**src/verilog/rsdx_consts.svh**
```systemverilog
/*
  Constants of the streaming DMA read command block: APB byte offsets,
  field positions, reset values and timing counts.
  Assumes a 25 MHz system clock and 32-bit APB data.
*/
// Function
// Transfer length is 16 bits: current count byte low, previous count byte high.
// Counts of 1 to 65536 sectors; an all-zero count means 65536.
// First failing sector address readable; high-byte select picks bytes 47:24 or 23:0.
// Command code 2Ah starts the streaming DMA read of the counted sectors.
// Continuous flag clear: ordinary read, stops at error with error status.
// Continuous flag set: full length delivered, no error bit, stream-error flag on errors.
// Continuous flag set: errors do not stop; error type logged as CRC, UNC, IDNF, ABRT.
// Continuous flag set and time limit expired: stop, not busy, log expiry bit.
// Device keeps trying to move all requested data before the time limit.
// Starting address bytes come from current and previous address register bytes.
// Expiry bit is error bit 0; stream-error is status bit 5; error 5,3,1 zero.
// Feature current: bit 6 continuous, bit 7 urgent, bits 2:0 stream number.
// Limit is previous feature times time unit in microseconds; zero uses stream default.
// Limit is timed from command write until final completion interrupt.
// A requested limit under the device minimum is raised to the minimum.
`ifndef RSDX_CONSTS_SVH
`define RSDX_CONSTS_SVH

// ----------------------------------------------------------------------------
// Register byte offsets
// ----------------------------------------------------------------------------
`define RSDX_OFF_FEAT_CUR 8'h00
`define RSDX_OFF_FEAT_PREV 8'h04
`define RSDX_OFF_CNT_CUR 8'h08
`define RSDX_OFF_CNT_PREV 8'h0C
`define RSDX_OFF_SN_CUR 8'h10
`define RSDX_OFF_CH_PREV 8'h24
`define RSDX_OFF_CMD 8'h28
`define RSDX_OFF_DEVCTL 8'h2C
`define RSDX_OFF_ERROR 8'h30
`define RSDX_OFF_STATUS 8'h34
`define RSDX_OFF_TUNIT 8'h38
`define RSDX_OFF_DFLT 8'h3C
`define RSDX_OFF_IRQ_STAT 8'h40
`define RSDX_OFF_IRQ_CLR 8'h44
`define RSDX_OFF_IRQ_EN 8'h48
`define RSDX_OFF_REMAIN 8'h4C

// ----------------------------------------------------------------------------
// Taskfile indices, fields and codes
// ----------------------------------------------------------------------------
`define RSDX_TF_NUM 10
`define RSDX_IDX_FEAT_CUR 0
`define RSDX_IDX_FEAT_PREV 1
`define RSDX_IDX_CNT_CUR 2
`define RSDX_IDX_CNT_PREV 3
`define RSDX_IDX_SN_CUR 4
`define RSDX_IDX_SN_PREV 5
`define RSDX_IDX_CL_CUR 6
`define RSDX_IDX_CL_PREV 7
`define RSDX_IDX_CH_CUR 8
`define RSDX_IDX_CH_PREV 9
`define RSDX_CMD_READ_STREAM 8'h2A
`define RSDX_FEAT_CONT_BIT 6
`define RSDX_FEAT_URGENT_BIT 7
`define RSDX_DEVCTL_HOB_BIT 7
`define RSDX_ERR_ICRC_BIT 7
`define RSDX_ERR_UNC_BIT 6
`define RSDX_ERR_IDNF_BIT 4
`define RSDX_ERR_ABRT_BIT 2
`define RSDX_ERR_TLIM_BIT 0
`define RSDX_ST_BSY_BIT 7
`define RSDX_ST_RDY_BIT 6
`define RSDX_ST_SERR_BIT 5
`define RSDX_ST_DRQ_BIT 3
`define RSDX_ST_ERR_BIT 0
`define RSDX_IRQ_DONE_BIT 0
`define RSDX_IRQ_FAIL_BIT 1
`define RSDX_IRQ_TOUT_BIT 2
`define RSDX_FULL_COUNT 17'h1_0000
`define RSDX_TUNIT_RST 16'h0001

// ----------------------------------------------------------------------------
// Timing
// ----------------------------------------------------------------------------
`define RSDX_CLK_NS 40
`define RSDX_US_NS 1000
`define RSDX_CYC_PER_US (`RSDX_US_NS / `RSDX_CLK_NS)
`define RSDX_MIN_LIMIT_US 24'h00_03E8

`endif

```
**src/verilog/rsdx_pkg.sv**
```systemverilog
/*
  Types of the streaming DMA read command block.
  Assumes rsdx_consts.svh is included by the design file.
*/
package rsdx_pkg;

  // --------------------------------------------------------------------------
  // Command engine states
  // --------------------------------------------------------------------------
  typedef enum logic {
    RSDX_IDLE,
    RSDX_XFER
  } rsdx_state_t;

endpackage

```
**src/verilog/rsdx_top.sv**
```systemverilog
/*
  Streaming DMA read command interpreter with APB register file, sector
  request port toward the media engine, completion time limit and interrupt.
  Assumes one 25 MHz clock, synchronous inputs and a media engine that
  answers each sector request with a one-cycle XFER_ACK and error flags.
*/
`timescale 1ns/1ps
`include "rsdx_consts.svh"

module rsdx_top #(
  parameter int ADDR_W = 8,
  parameter logic [23:0] MIN_LIMIT_US = `RSDX_MIN_LIMIT_US
) (
  input wire logic CLK_SYS,
  input wire logic RST,
  input wire logic PSEL,
  input wire logic PENABLE,
  input wire logic PWRITE,
  input wire logic [ADDR_W-1:0] PADDR,
  input wire logic [31:0] PWDATA,
  output logic [31:0] PRDATA,
  output logic PREADY,
  output logic PSLVERR,
  output logic IRQ,
  output logic XFER_REQ,
  output logic [47:0] XFER_LBA,
  input wire logic XFER_ACK,
  input wire logic [3:0] XFER_ERR
);
  import rsdx_pkg::*;

  // --------------------------------------------------------------------------
  // Declarations
  // --------------------------------------------------------------------------
  rsdx_state_t state_q;
  logic pready_q, pslverr_q, irq_q;
  logic [31:0] prdata_q;
  logic [7:0] tf_q [0:`RSDX_TF_NUM-1];
  logic [7:0] dflt_q [0:7];
  logic hob_q, cont_q, seen_q, any_err_q, sts_err_q, sts_serr_q, lim_en_q;
  logic [15:0] tunit_q;
  logic [7:0] err_q;
  logic [2:0] irq_stat_q, irq_en_q, irq_stat_d, irq_ev;
  logic [16:0] rem_q;
  logic [47:0] lba_q, fail_q;
  logic [23:0] lim_us_q, us_cnt_q, req_us;
  logic [4:0] pre_q;
  logic [7:0] lim_sel;
  logic [7:0] ev_err;
  logic [15:0] cnt_w;
  logic acc_w, wr_w, rd_w, cmd_wr, start_w, bad_w;
  logic ack_w, bad_sec, last_w, to_w, stop_w;
  logic [ADDR_W-1:0] addr;

  // --------------------------------------------------------------------------
  // APB decode
  // --------------------------------------------------------------------------
  // One wait state: the answer is built in the first access cycle, so the
  // read mux sees a stable address and PREADY comes straight from a flop.
  assign addr = PADDR;
  assign acc_w = PSEL & PENABLE & pready_q;
  assign wr_w = acc_w & PWRITE;
  assign rd_w = PSEL & PENABLE & ~pready_q & ~PWRITE;
  assign cmd_wr = wr_w && (addr == ADDR_W'(`RSDX_OFF_CMD));
  assign start_w = cmd_wr && (state_q == RSDX_IDLE)
                   && (PWDATA[7:0] == `RSDX_CMD_READ_STREAM);
  assign bad_w = cmd_wr && (state_q == RSDX_IDLE)
                 && (PWDATA[7:0] != `RSDX_CMD_READ_STREAM);
  assign cnt_w = {tf_q[`RSDX_IDX_CNT_PREV], tf_q[`RSDX_IDX_CNT_CUR]};

  // Ready, error answer and read data of each access.
  always_ff @(posedge CLK_SYS or posedge RST) begin
    if (RST) begin
      pready_q <= 1'b0;
      pslverr_q <= 1'b0;
      prdata_q <= 32'h0000_0000;
    end else begin
      pready_q <= PSEL & PENABLE & ~pready_q;
      if (PSEL & PENABLE & ~pready_q) begin
        pslverr_q <= (addr[1:0] != 2'b00) || (addr > ADDR_W'(`RSDX_OFF_REMAIN));
      end else begin
        pslverr_q <= 1'b0;
      end
      prdata_q <= 32'h0000_0000;
      if (rd_w) begin
        case (addr)
          ADDR_W'(`RSDX_OFF_FEAT_CUR): prdata_q <= {24'h00_0000, tf_q[0]};
          ADDR_W'(`RSDX_OFF_FEAT_PREV): prdata_q <= {24'h00_0000, tf_q[1]};
          ADDR_W'(`RSDX_OFF_CNT_CUR): prdata_q <= {24'h00_0000, tf_q[2]};
          ADDR_W'(`RSDX_OFF_CNT_PREV): prdata_q <= {24'h00_0000, tf_q[3]};
          // The address registers read back the first failing sector.
          8'h10, 8'h14: prdata_q <= {24'h00_0000, hob_q ? fail_q[31:24] : fail_q[7:0]};
          8'h18, 8'h1C: prdata_q <= {24'h00_0000, hob_q ? fail_q[39:32] : fail_q[15:8]};
          8'h20, 8'h24: prdata_q <= {24'h00_0000, hob_q ? fail_q[47:40] : fail_q[23:16]};
          ADDR_W'(`RSDX_OFF_DEVCTL): prdata_q <= {24'h00_0000, hob_q, 7'h00};
          ADDR_W'(`RSDX_OFF_ERROR): prdata_q <= {24'h00_0000, err_q};
          ADDR_W'(`RSDX_OFF_STATUS): begin
            prdata_q <= 32'h0000_0000;
            prdata_q[`RSDX_ST_BSY_BIT] <= (state_q == RSDX_XFER);
            prdata_q[`RSDX_ST_RDY_BIT] <= 1'b1;
            prdata_q[`RSDX_ST_SERR_BIT] <= sts_serr_q;
            prdata_q[`RSDX_ST_DRQ_BIT] <= (state_q == RSDX_XFER);
            prdata_q[`RSDX_ST_ERR_BIT] <= sts_err_q;
          end
          ADDR_W'(`RSDX_OFF_TUNIT): prdata_q <= {16'h0000, tunit_q};
          ADDR_W'(`RSDX_OFF_IRQ_STAT): prdata_q <= {29'h0000_0000, irq_stat_q};
          ADDR_W'(`RSDX_OFF_IRQ_EN): prdata_q <= {29'h0000_0000, irq_en_q};
          ADDR_W'(`RSDX_OFF_REMAIN): prdata_q <= {15'h0000, rem_q};
          default: prdata_q <= 32'h0000_0000;
        endcase
      end
    end
  end

  // --------------------------------------------------------------------------
  // Taskfile and configuration registers
  // --------------------------------------------------------------------------
  // Parameter bytes; writes during a command land but are used only by the
  // next command, since the engine copies everything at the start.
  genvar gi;
  generate
    for (gi = 0; gi < `RSDX_TF_NUM; gi = gi + 1) begin : g_tf
      always_ff @(posedge CLK_SYS or posedge RST) begin
        if (RST) begin
          tf_q[gi] <= 8'h00;
        end else if (wr_w && (addr == ADDR_W'(gi * 4))) begin
          tf_q[gi] <= PWDATA[7:0];
        end
      end
    end
  endgenerate

  // Per-stream default limits, written as stream number plus value.
  always_ff @(posedge CLK_SYS or posedge RST) begin
    if (RST) begin
      for (int i = 0; i < 8; i++) begin
        dflt_q[i] <= 8'h00;
      end
    end else if (wr_w && (addr == ADDR_W'(`RSDX_OFF_DFLT))) begin
      dflt_q[PWDATA[10:8]] <= PWDATA[7:0];
    end
  end

  // High-byte select and time unit.
  always_ff @(posedge CLK_SYS or posedge RST) begin
    if (RST) begin
      hob_q <= 1'b0;
      tunit_q <= `RSDX_TUNIT_RST;
    end else begin
      if (wr_w && (addr == ADDR_W'(`RSDX_OFF_DEVCTL))) begin
        hob_q <= PWDATA[`RSDX_DEVCTL_HOB_BIT];
      end
      if (wr_w && (addr == ADDR_W'(`RSDX_OFF_TUNIT))) begin
        tunit_q <= PWDATA[15:0];
      end
    end
  end

  // --------------------------------------------------------------------------
  // Completion time limit
  // --------------------------------------------------------------------------
  // A zero request falls back to the stream default; a zero default means
  // the command runs without a limit.
  assign lim_sel = (tf_q[`RSDX_IDX_FEAT_PREV] != 8'h00) ? tf_q[`RSDX_IDX_FEAT_PREV]
                   : dflt_q[tf_q[`RSDX_IDX_FEAT_CUR][2:0]];
  // Both factors are widened first so the full product fits the timer.
  assign req_us = 24'(lim_sel) * 24'(tunit_q);

  always_ff @(posedge CLK_SYS or posedge RST) begin
    if (RST) begin
      lim_en_q <= 1'b0;
      lim_us_q <= 24'h00_0000;
    end else if (start_w) begin
      lim_en_q <= (lim_sel != 8'h00);
      lim_us_q <= (req_us < MIN_LIMIT_US) ? MIN_LIMIT_US : req_us;
    end
  end

  // Microsecond timer, running from the command write to the completion.
  always_ff @(posedge CLK_SYS or posedge RST) begin
    if (RST) begin
      pre_q <= 5'h00;
      us_cnt_q <= 24'h00_0000;
    end else if (start_w) begin
      pre_q <= 5'h00;
      us_cnt_q <= 24'h00_0000;
    end else if (state_q == RSDX_XFER) begin
      if (pre_q == 5'(`RSDX_CYC_PER_US - 1)) begin
        pre_q <= 5'h00;
        us_cnt_q <= us_cnt_q + 24'h00_0001;
      end else begin
        pre_q <= pre_q + 5'h01;
      end
    end
  end

  // --------------------------------------------------------------------------
  // Command engine
  // --------------------------------------------------------------------------
  assign ack_w = (state_q == RSDX_XFER) & XFER_ACK;
  assign bad_sec = ack_w & (|XFER_ERR);
  assign last_w = ack_w && (rem_q == 17'h0_0001);
  assign to_w = (state_q == RSDX_XFER) && lim_en_q && (us_cnt_q >= lim_us_q);
  // Continuous mode ignores sector errors; only the last sector or the
  // time limit ends it.
  assign stop_w = to_w | (bad_sec & ~cont_q) | last_w;
  always_comb begin
    ev_err = 8'h00;
    ev_err[`RSDX_ERR_ICRC_BIT] = bad_sec & XFER_ERR[3];
    ev_err[`RSDX_ERR_UNC_BIT] = bad_sec & XFER_ERR[2];
    ev_err[`RSDX_ERR_IDNF_BIT] = bad_sec & XFER_ERR[1];
    ev_err[`RSDX_ERR_ABRT_BIT] = bad_sec & XFER_ERR[0];
    ev_err[`RSDX_ERR_TLIM_BIT] = to_w;
  end

  // State, sector address and remaining count.
  always_ff @(posedge CLK_SYS or posedge RST) begin
    if (RST) begin
      state_q <= RSDX_IDLE;
      cont_q <= 1'b0;
      lba_q <= 48'h0000_0000_0000;
      rem_q <= 17'h0_0000;
    end else begin
      case (state_q)
        RSDX_IDLE: begin
          if (start_w) begin
            state_q <= RSDX_XFER;
            cont_q <= tf_q[`RSDX_IDX_FEAT_CUR][`RSDX_FEAT_CONT_BIT];
            lba_q <= {tf_q[9], tf_q[7], tf_q[5], tf_q[8], tf_q[6], tf_q[4]};
            rem_q <= (cnt_w == 16'h0000) ? `RSDX_FULL_COUNT : {1'b0, cnt_w};
          end
        end
        RSDX_XFER: begin
          if (ack_w) begin
            lba_q <= lba_q + 48'h0000_0000_0001;
            rem_q <= rem_q - 17'h0_0001;
          end
          if (stop_w) begin
            state_q <= RSDX_IDLE;
          end
        end
        default: state_q <= RSDX_IDLE;
      endcase
    end
  end

  // First failing sector address, kept for the whole command.
  always_ff @(posedge CLK_SYS or posedge RST) begin
    if (RST) begin
      seen_q <= 1'b0;
      fail_q <= 48'h0000_0000_0000;
    end else if (start_w) begin
      seen_q <= 1'b0;
    end else if (bad_sec && !seen_q) begin
      seen_q <= 1'b1;
      fail_q <= lba_q;
    end
  end

  // Error log and ending status.
  always_ff @(posedge CLK_SYS or posedge RST) begin
    if (RST) begin
      err_q <= 8'h00;
      any_err_q <= 1'b0;
      sts_err_q <= 1'b0;
      sts_serr_q <= 1'b0;
    end else if (start_w) begin
      err_q <= 8'h00;
      any_err_q <= 1'b0;
      sts_err_q <= 1'b0;
      sts_serr_q <= 1'b0;
    end else if (bad_w) begin
      err_q <= 8'h04; // Unknown command code aborts.
      sts_err_q <= 1'b1;
    end else if (state_q == RSDX_XFER) begin
      err_q <= err_q | ev_err;
      any_err_q <= any_err_q | bad_sec | to_w;
      if (stop_w) begin
        sts_err_q <= ~cont_q & (any_err_q | bad_sec | to_w);
        sts_serr_q <= cont_q & (any_err_q | bad_sec | to_w);
      end
    end
  end

  // --------------------------------------------------------------------------
  // Interrupts
  // --------------------------------------------------------------------------
  // Set wins over a clear in the same cycle so no event is lost.
  always_comb begin
    irq_ev = 3'b000;
    irq_ev[`RSDX_IRQ_DONE_BIT] = stop_w | bad_w;
    irq_ev[`RSDX_IRQ_FAIL_BIT] = bad_w | (stop_w & (any_err_q | bad_sec | to_w));
    irq_ev[`RSDX_IRQ_TOUT_BIT] = to_w;
    irq_stat_d = irq_stat_q | irq_ev;
    if (wr_w && (addr == ADDR_W'(`RSDX_OFF_IRQ_CLR))) begin
      irq_stat_d = (irq_stat_q & ~PWDATA[2:0]) | irq_ev;
    end
  end

  always_ff @(posedge CLK_SYS or posedge RST) begin
    if (RST) begin
      irq_stat_q <= 3'b000;
      irq_en_q <= 3'b000;
      irq_q <= 1'b0;
    end else begin
      irq_stat_q <= irq_stat_d;
      if (wr_w && (addr == ADDR_W'(`RSDX_OFF_IRQ_EN))) begin
        irq_en_q <= PWDATA[2:0];
      end
      irq_q <= |(irq_stat_d & irq_en_q);
    end
  end

  assign PRDATA = prdata_q;
  assign PREADY = pready_q;
  assign PSLVERR = pslverr_q;
  assign IRQ = irq_q;
  assign XFER_REQ = (state_q == RSDX_XFER);
  assign XFER_LBA = lba_q;

  // --------------------------------------------------------------------------
  // Assertions
  // --------------------------------------------------------------------------
  a_count_zero_full: assert property (@(posedge CLK_SYS) disable iff (RST)
    start_w && (cnt_w == 16'h0000) |=> rem_q == 17'h1_0000)
    else $error("zero count did not load 65536 sectors");
  a_cmd_starts: assert property (@(posedge CLK_SYS) disable iff (RST)
    start_w |=> XFER_REQ && (XFER_LBA == $past({tf_q[9], tf_q[7], tf_q[5],
      tf_q[8], tf_q[6], tf_q[4]})))
    else $error("read stream command did not start at the given address");
  a_plain_err_stop: assert property (@(posedge CLK_SYS) disable iff (RST)
    bad_sec && !cont_q |=> !XFER_REQ && sts_err_q)
    else $error("ordinary read did not stop with error status");
  a_cont_no_err: assert property (@(posedge CLK_SYS) disable iff (RST)
    stop_w && cont_q |=> !sts_err_q && (sts_serr_q == $past(any_err_q | bad_sec | to_w)))
    else $error("continuous read ended with wrong status");
  a_cont_keeps_going: assert property (@(posedge CLK_SYS) disable iff (RST)
    bad_sec && cont_q && !last_w && !to_w |=> XFER_REQ && (err_q != 8'h00))
    else $error("continuous read stopped or lost an error");
  a_timeout_stop: assert property (@(posedge CLK_SYS) disable iff (RST)
    to_w |=> !XFER_REQ && err_q[`RSDX_ERR_TLIM_BIT] && irq_stat_q[`RSDX_IRQ_TOUT_BIT])
    else $error("time limit expiry did not end the command");
  a_fail_addr: assert property (@(posedge CLK_SYS) disable iff (RST)
    bad_sec && !seen_q |=> fail_q == $past(lba_q))
    else $error("first failing address not captured");
  a_err_reserved: assert property (@(posedge CLK_SYS) disable iff (RST)
    err_q[5] == 1'b0 && err_q[3] == 1'b0 && err_q[1] == 1'b0)
    else $error("reserved error bits set");
  a_limit_min: assert property (@(posedge CLK_SYS) disable iff (RST)
    start_w |=> lim_us_q >= MIN_LIMIT_US)
    else $error("time limit below the minimum");
  a_done_irq: assert property (@(posedge CLK_SYS) disable iff (RST)
    stop_w && irq_en_q[`RSDX_IRQ_DONE_BIT] |=> IRQ [*2])
    else $error("completion interrupt missing");
  c_full_run: cover property (@(posedge CLK_SYS) disable iff (RST) last_w && !cont_q);
  c_cont_error: cover property (@(posedge CLK_SYS) disable iff (RST) stop_w && cont_q && any_err_q);
  c_timeout: cover property (@(posedge CLK_SYS) disable iff (RST) to_w && cont_q);
endmodule

```
**config.mk**
```make
export PLATFORM = sky130hd
export DESIGN_NAME = rsdx_top
export DESIGN_NICKNAME = d
export VERILOG_FILES = /design/src/verilog/rsdx_pkg.sv /design/src/verilog/rsdx_top.sv
export VERILOG_INCLUDE_DIRS = /design/src /design/src/verilog
export SDC_FILE = /design/constraint.sdc
export NUM_CORES = 1
export LEC_CHECK = 0
export ABC_CLOCK_PERIOD_IN_PS = 30200
export BUFFER_PORTS_ARGS = -buffer_cell sky130_fd_sc_hd__buf_4
export CAP_MARGIN = 15
export CORE_ASPECT_RATIO = 0.75
export CORE_UTILIZATION = 35
export DETAILED_ROUTE_END_ITERATION = 10
export HOLD_SLACK_MARGIN = 0.06
export PLACE_DENSITY = 0.6
export SLEW_MARGIN = 30
export SYNTH_ARGS = -nofsm -noshare
export SYNTH_HDL_FRONTEND = slang
export SYNTH_SLANG_ARGS = --single-unit
```
**constraint.sdc**
```tcl
create_clock -name CLK_SYS -period 30.2 [get_ports CLK_SYS]
set_clock_uncertainty 0.15 [all_clocks]
set_input_delay 3.02 -clock CLK_SYS [delete_from_list [all_inputs] [get_ports CLK_SYS]]
set_output_delay 3.02 -clock CLK_SYS [all_outputs]
set_load 0.005 [all_outputs]
```
==> impl_results.md <==
- Antenna viol nets, final: 0
- Sequential Area: roughly 9000 um2
- Xor and xnor fraction of the mapped netlist area: 1.42%
- Port-buffer cells: 102
- Root buffer cell: clkbuf_16
- Die width: 293 um
- Die area: about 64,000 um2
- # hold bufs at CTS: 0
- Clock Sinks: 365
- P_int: 818 uW
- First-pass GRT wire length: between 100,000 and 150,000 um
- 1st-iter DRT viols: around 2,000
- GR Util All Layers: 21.1%
- Worst Setup End Kind: flip-flop
- Hold Slack: 0.333 ns
- # setup viols final: 0
- Crit path max-delay cell type: dfrtp_1
- Mapped cell area: 22,200 um2
- P per Cell Area: 41.6 nW/um2
- Min-Delay Endpoint: lim_us_q[22]
- Synth cell types: 80
- Final net count: 2,439
- Post-layout min period: 8.16 ns
- Crit path cell chain: mux4_2, mux2_2, a21oi_2, nor2b_1, fa_1, fa_1, fa_1, inv_1, fa_1, inv_1, ha_1, a2111oi_0, o21ai_1, a21boi_0, xnor2_1, or4_1, nor4_1, nand4_2, o211a_1
- Final hold viol count: 0
- Worst r2r dst: lim_us_q[2]
- Post-route DRC: 0
- CTS tree: done
- Status: completed
- Critical Path Fanout Max: 18
- Synth Area in Compound Gates: 11.7%
- Post-Place Cell Area: 23,800 um2
- FP Rows: 79
- Vias: 17,400
- Multiplexer area fraction after synthesis: 14.0%
- GR Overflow Total: 0
- Setup Buffers After CTS: 0
- H-tree depth: 2
- # resized after CTS: 0
- Synth Area in Adders: 11.8%
- Largest family of logic cells by synthesized area: simple AND/OR/NAND/NOR gates
- Post-DR wirelength/cell: 21.4 um
- Top FF cell, synth: dfrtp_1
- Synth warn: 0
- HPWL Detailed: 47,200 um
- Fin util: between 40% and 50%
- Die Y: 220 um
- Sum Neg Setup Slack: 0 ns
- Critical path required time: ~30 ns
- Critical path arrival: 8.48 ns
- Final max-slew violation count: 0
- Share of the yosys chip area belonging to registers: 41.2%
- Final Cell Area: 25,300 um2
- Min-delay src: lim_us_q[22]
- Number of global-route vias before repair: between 15,000 and 20,000
- Starting Density: 35.6%
- CTS buffer count: 39
- Hold Path Depth: 2
- Footprint of the multi-input gates: between 10,000 and 15,000 um2
- R2R setup slack: 22.04 ns
- Cells on worst reg2reg path: 19
- Number of synthesized flops with an enable pin: 0
- Post-Synthesis Cells: 2,171
- Clock slew at the register clock pins of the worst setup and hold paths: roughly 0.06 ns
- Max_cap viols: 0
- Lkg Pwr: 11.6 nW
- Layout area overhead: 13.9%
- Clock power frac: roughly half
- Drt first pass iters: 8
- Worst-Margin Slew: 1.02 ns
- Crit-path max cell delay: 1.01 ns
- Worst rel slew slack: 32.0%
- Fin crit share: 27.0%
- Hold Path Class: flip-flop to flip-flop
- Register bit total from synthesis: 365
- Ys async rst share: 100%
- Sequential Power Share: 46.7%
- Net switching power: 233 uW
- Mapped Avg Cell Area: 10.2 um2
- Core area: 62,400 um2
- Combinational share of power: 2.8%
- Share of post-route cells with drive strength above 1: roughly a fifth
- Net Sw Frac: 22.2%
- Routed wire length: 66,600 um
- Via density: between 5 and 6
- Reg2reg start: tf_q[73]
- Fmax: 122 MHz
- Simple-Gate Fraction of Synth Area: between 10% and 20%
- Crit path top cell by count: fa_1
- Startpoint Class: flip-flop
- Initial antenna violation count: 4
- Clk_lat worst skew: between 0.5 and 0.6 ns
- Largest net degree at the start of global routing: 170
- Crit Path Category: flip-flop to flip-flop
- CTS Buffer Depth: 3
- Fill cell count: 6,008
- Placer Congestion: around 0.97
- Max VDD drop: 0.0336 mV
- Top Ports: 134
- RSZ-0062 raised after global routing: false
## placed cells by master (no fill, tap or decap), drive strengths merged, types with 25 or more instances in the layout
master / instances
o21ai: 101
dfrtp: 364
mux2: 226
clkbuf: 54
nor3: 32
a21oi: 138
nand3: 72
buf: 126
ha: 74
fa: 84
nor2: 165
nor2b: 108
nand2: 155
inv: 140
o22ai: 25
## critical path: cells and delay by family (launching register included)
kind	cells	cell delay, ns
adder cells (fa/ha/maj)	5	2.41
AO/OA/AOI/OAI	5	2.08
AND/OR/NAND/NOR	4	1.42
flip-flops	1	1.01
multiplexers	2	0.72
XOR/XNOR	1	0.15
buffers and inverters	2	0.09
## stage by stage
step	power, mW	cells	setup WS, ns
after floorplan	0.516	2185	16.90
after global routing	1.08	3110	21.76
after global placement	0.528	3039	22.17
final	1.05	3113	22.04
after CTS	1.06	3109	22.08
after detailed placement	0.528	3039	22.11
## metal layers
layer	GRT usage, %	wire [um]	share of wire [%]
met5	0	103	0.15
met4	5.22	1180	1.8
met3	5.71	6490	9.7
met2	29.8	28000	42
met1	31.4	30900	46
## registers in the layout (all words and copies together) (netlist names), 17 cells and up
name / count
fail_q: 48
XFER_LBA: 48
us_cnt_q: 24
rem_q: 17
tf_q: 64
PRDATA: 17
lim_us_q: 24
dflt_q: 64
## logic make-up (layout without fill, tap and decap cells)
kind of cell | after synthesis | count (layout)
XOR/XNOR | 36 | 36
AO/OA/AOI/OAI | 413 | 413
other | 1 | 18
AND/OR/NAND/NOR | 676 | 676
multiplexers | 262 | 262
buffers and inverters | 260 | 335
adder cells (fa/ha/maj) | 158 | 158
flip-flops | 365 | 365
## cells in the mapped netlist, types with 16 or more instances
cell      count  area [um2]
o21ai_0     100         500
nand4_1      23         144
a221oi_1     17         149
nand2_1     154         578
o22ai_1      25         156
buf_4        16         120
nor2b_1     108         676
nor4_1       19         119
nor3_1       32         160
and3_1       18         113
nand3_1      71         355
xnor2_1      17         149
inv_1       138         518
ha_1         74         926
clkbuf_1     83         312
dfrtp_1     364        9110
a22oi_1      18         135
a21oi_1     138         691
xor2_1       19         166
nor2_1      165         619
mux2i_1      20         200
fa_1         84        1680
buf_1        16        60.1
mux2_2      226        2540
mux4_2       16         360
nand2b_1     24         150
## cell type report
class	count	area share, %
inverters	139	2.11
flip-flops and latches	365	36.2
clock buffers	54	4.45
well taps	850	4.21
clock inverters	16	1.12
repair buffers	126	3.89
diodes	3	0.0297
multi-input cells	1560	48.0
## worst max-delay path by stage
stage             start     endpoint  slack, ns  cells after the start
2_1_floorplan       RST          IRQ      16.90                      1
3_3_place_gp   tf_q[73]  lim_us_q[2]      22.17                     19
3_5_place_dp   tf_q[73]  lim_us_q[1]      22.11                     19
4_1_cts        tf_q[73]  lim_us_q[2]      22.08                     19
5_1_grt        tf_q[73]  lim_us_q[1]      21.76                     20
6_report       tf_q[73]  lim_us_q[2]      22.04                     19
## power groups by stage
stage	Sequential (mW)	Clock (mW)	Combinational (mW)
2_1_floorplan	0.500	0	0.0161
3_3_place_gp	0.500	0	0.0279
3_5_place_dp	0.500	0	0.0284
4_1_cts	0.491	0.539	0.0286
5_1_grt	0.490	0.559	0.0319
6_report	0.491	0.532	0.0290
Power figures use the tool's default switching activity.
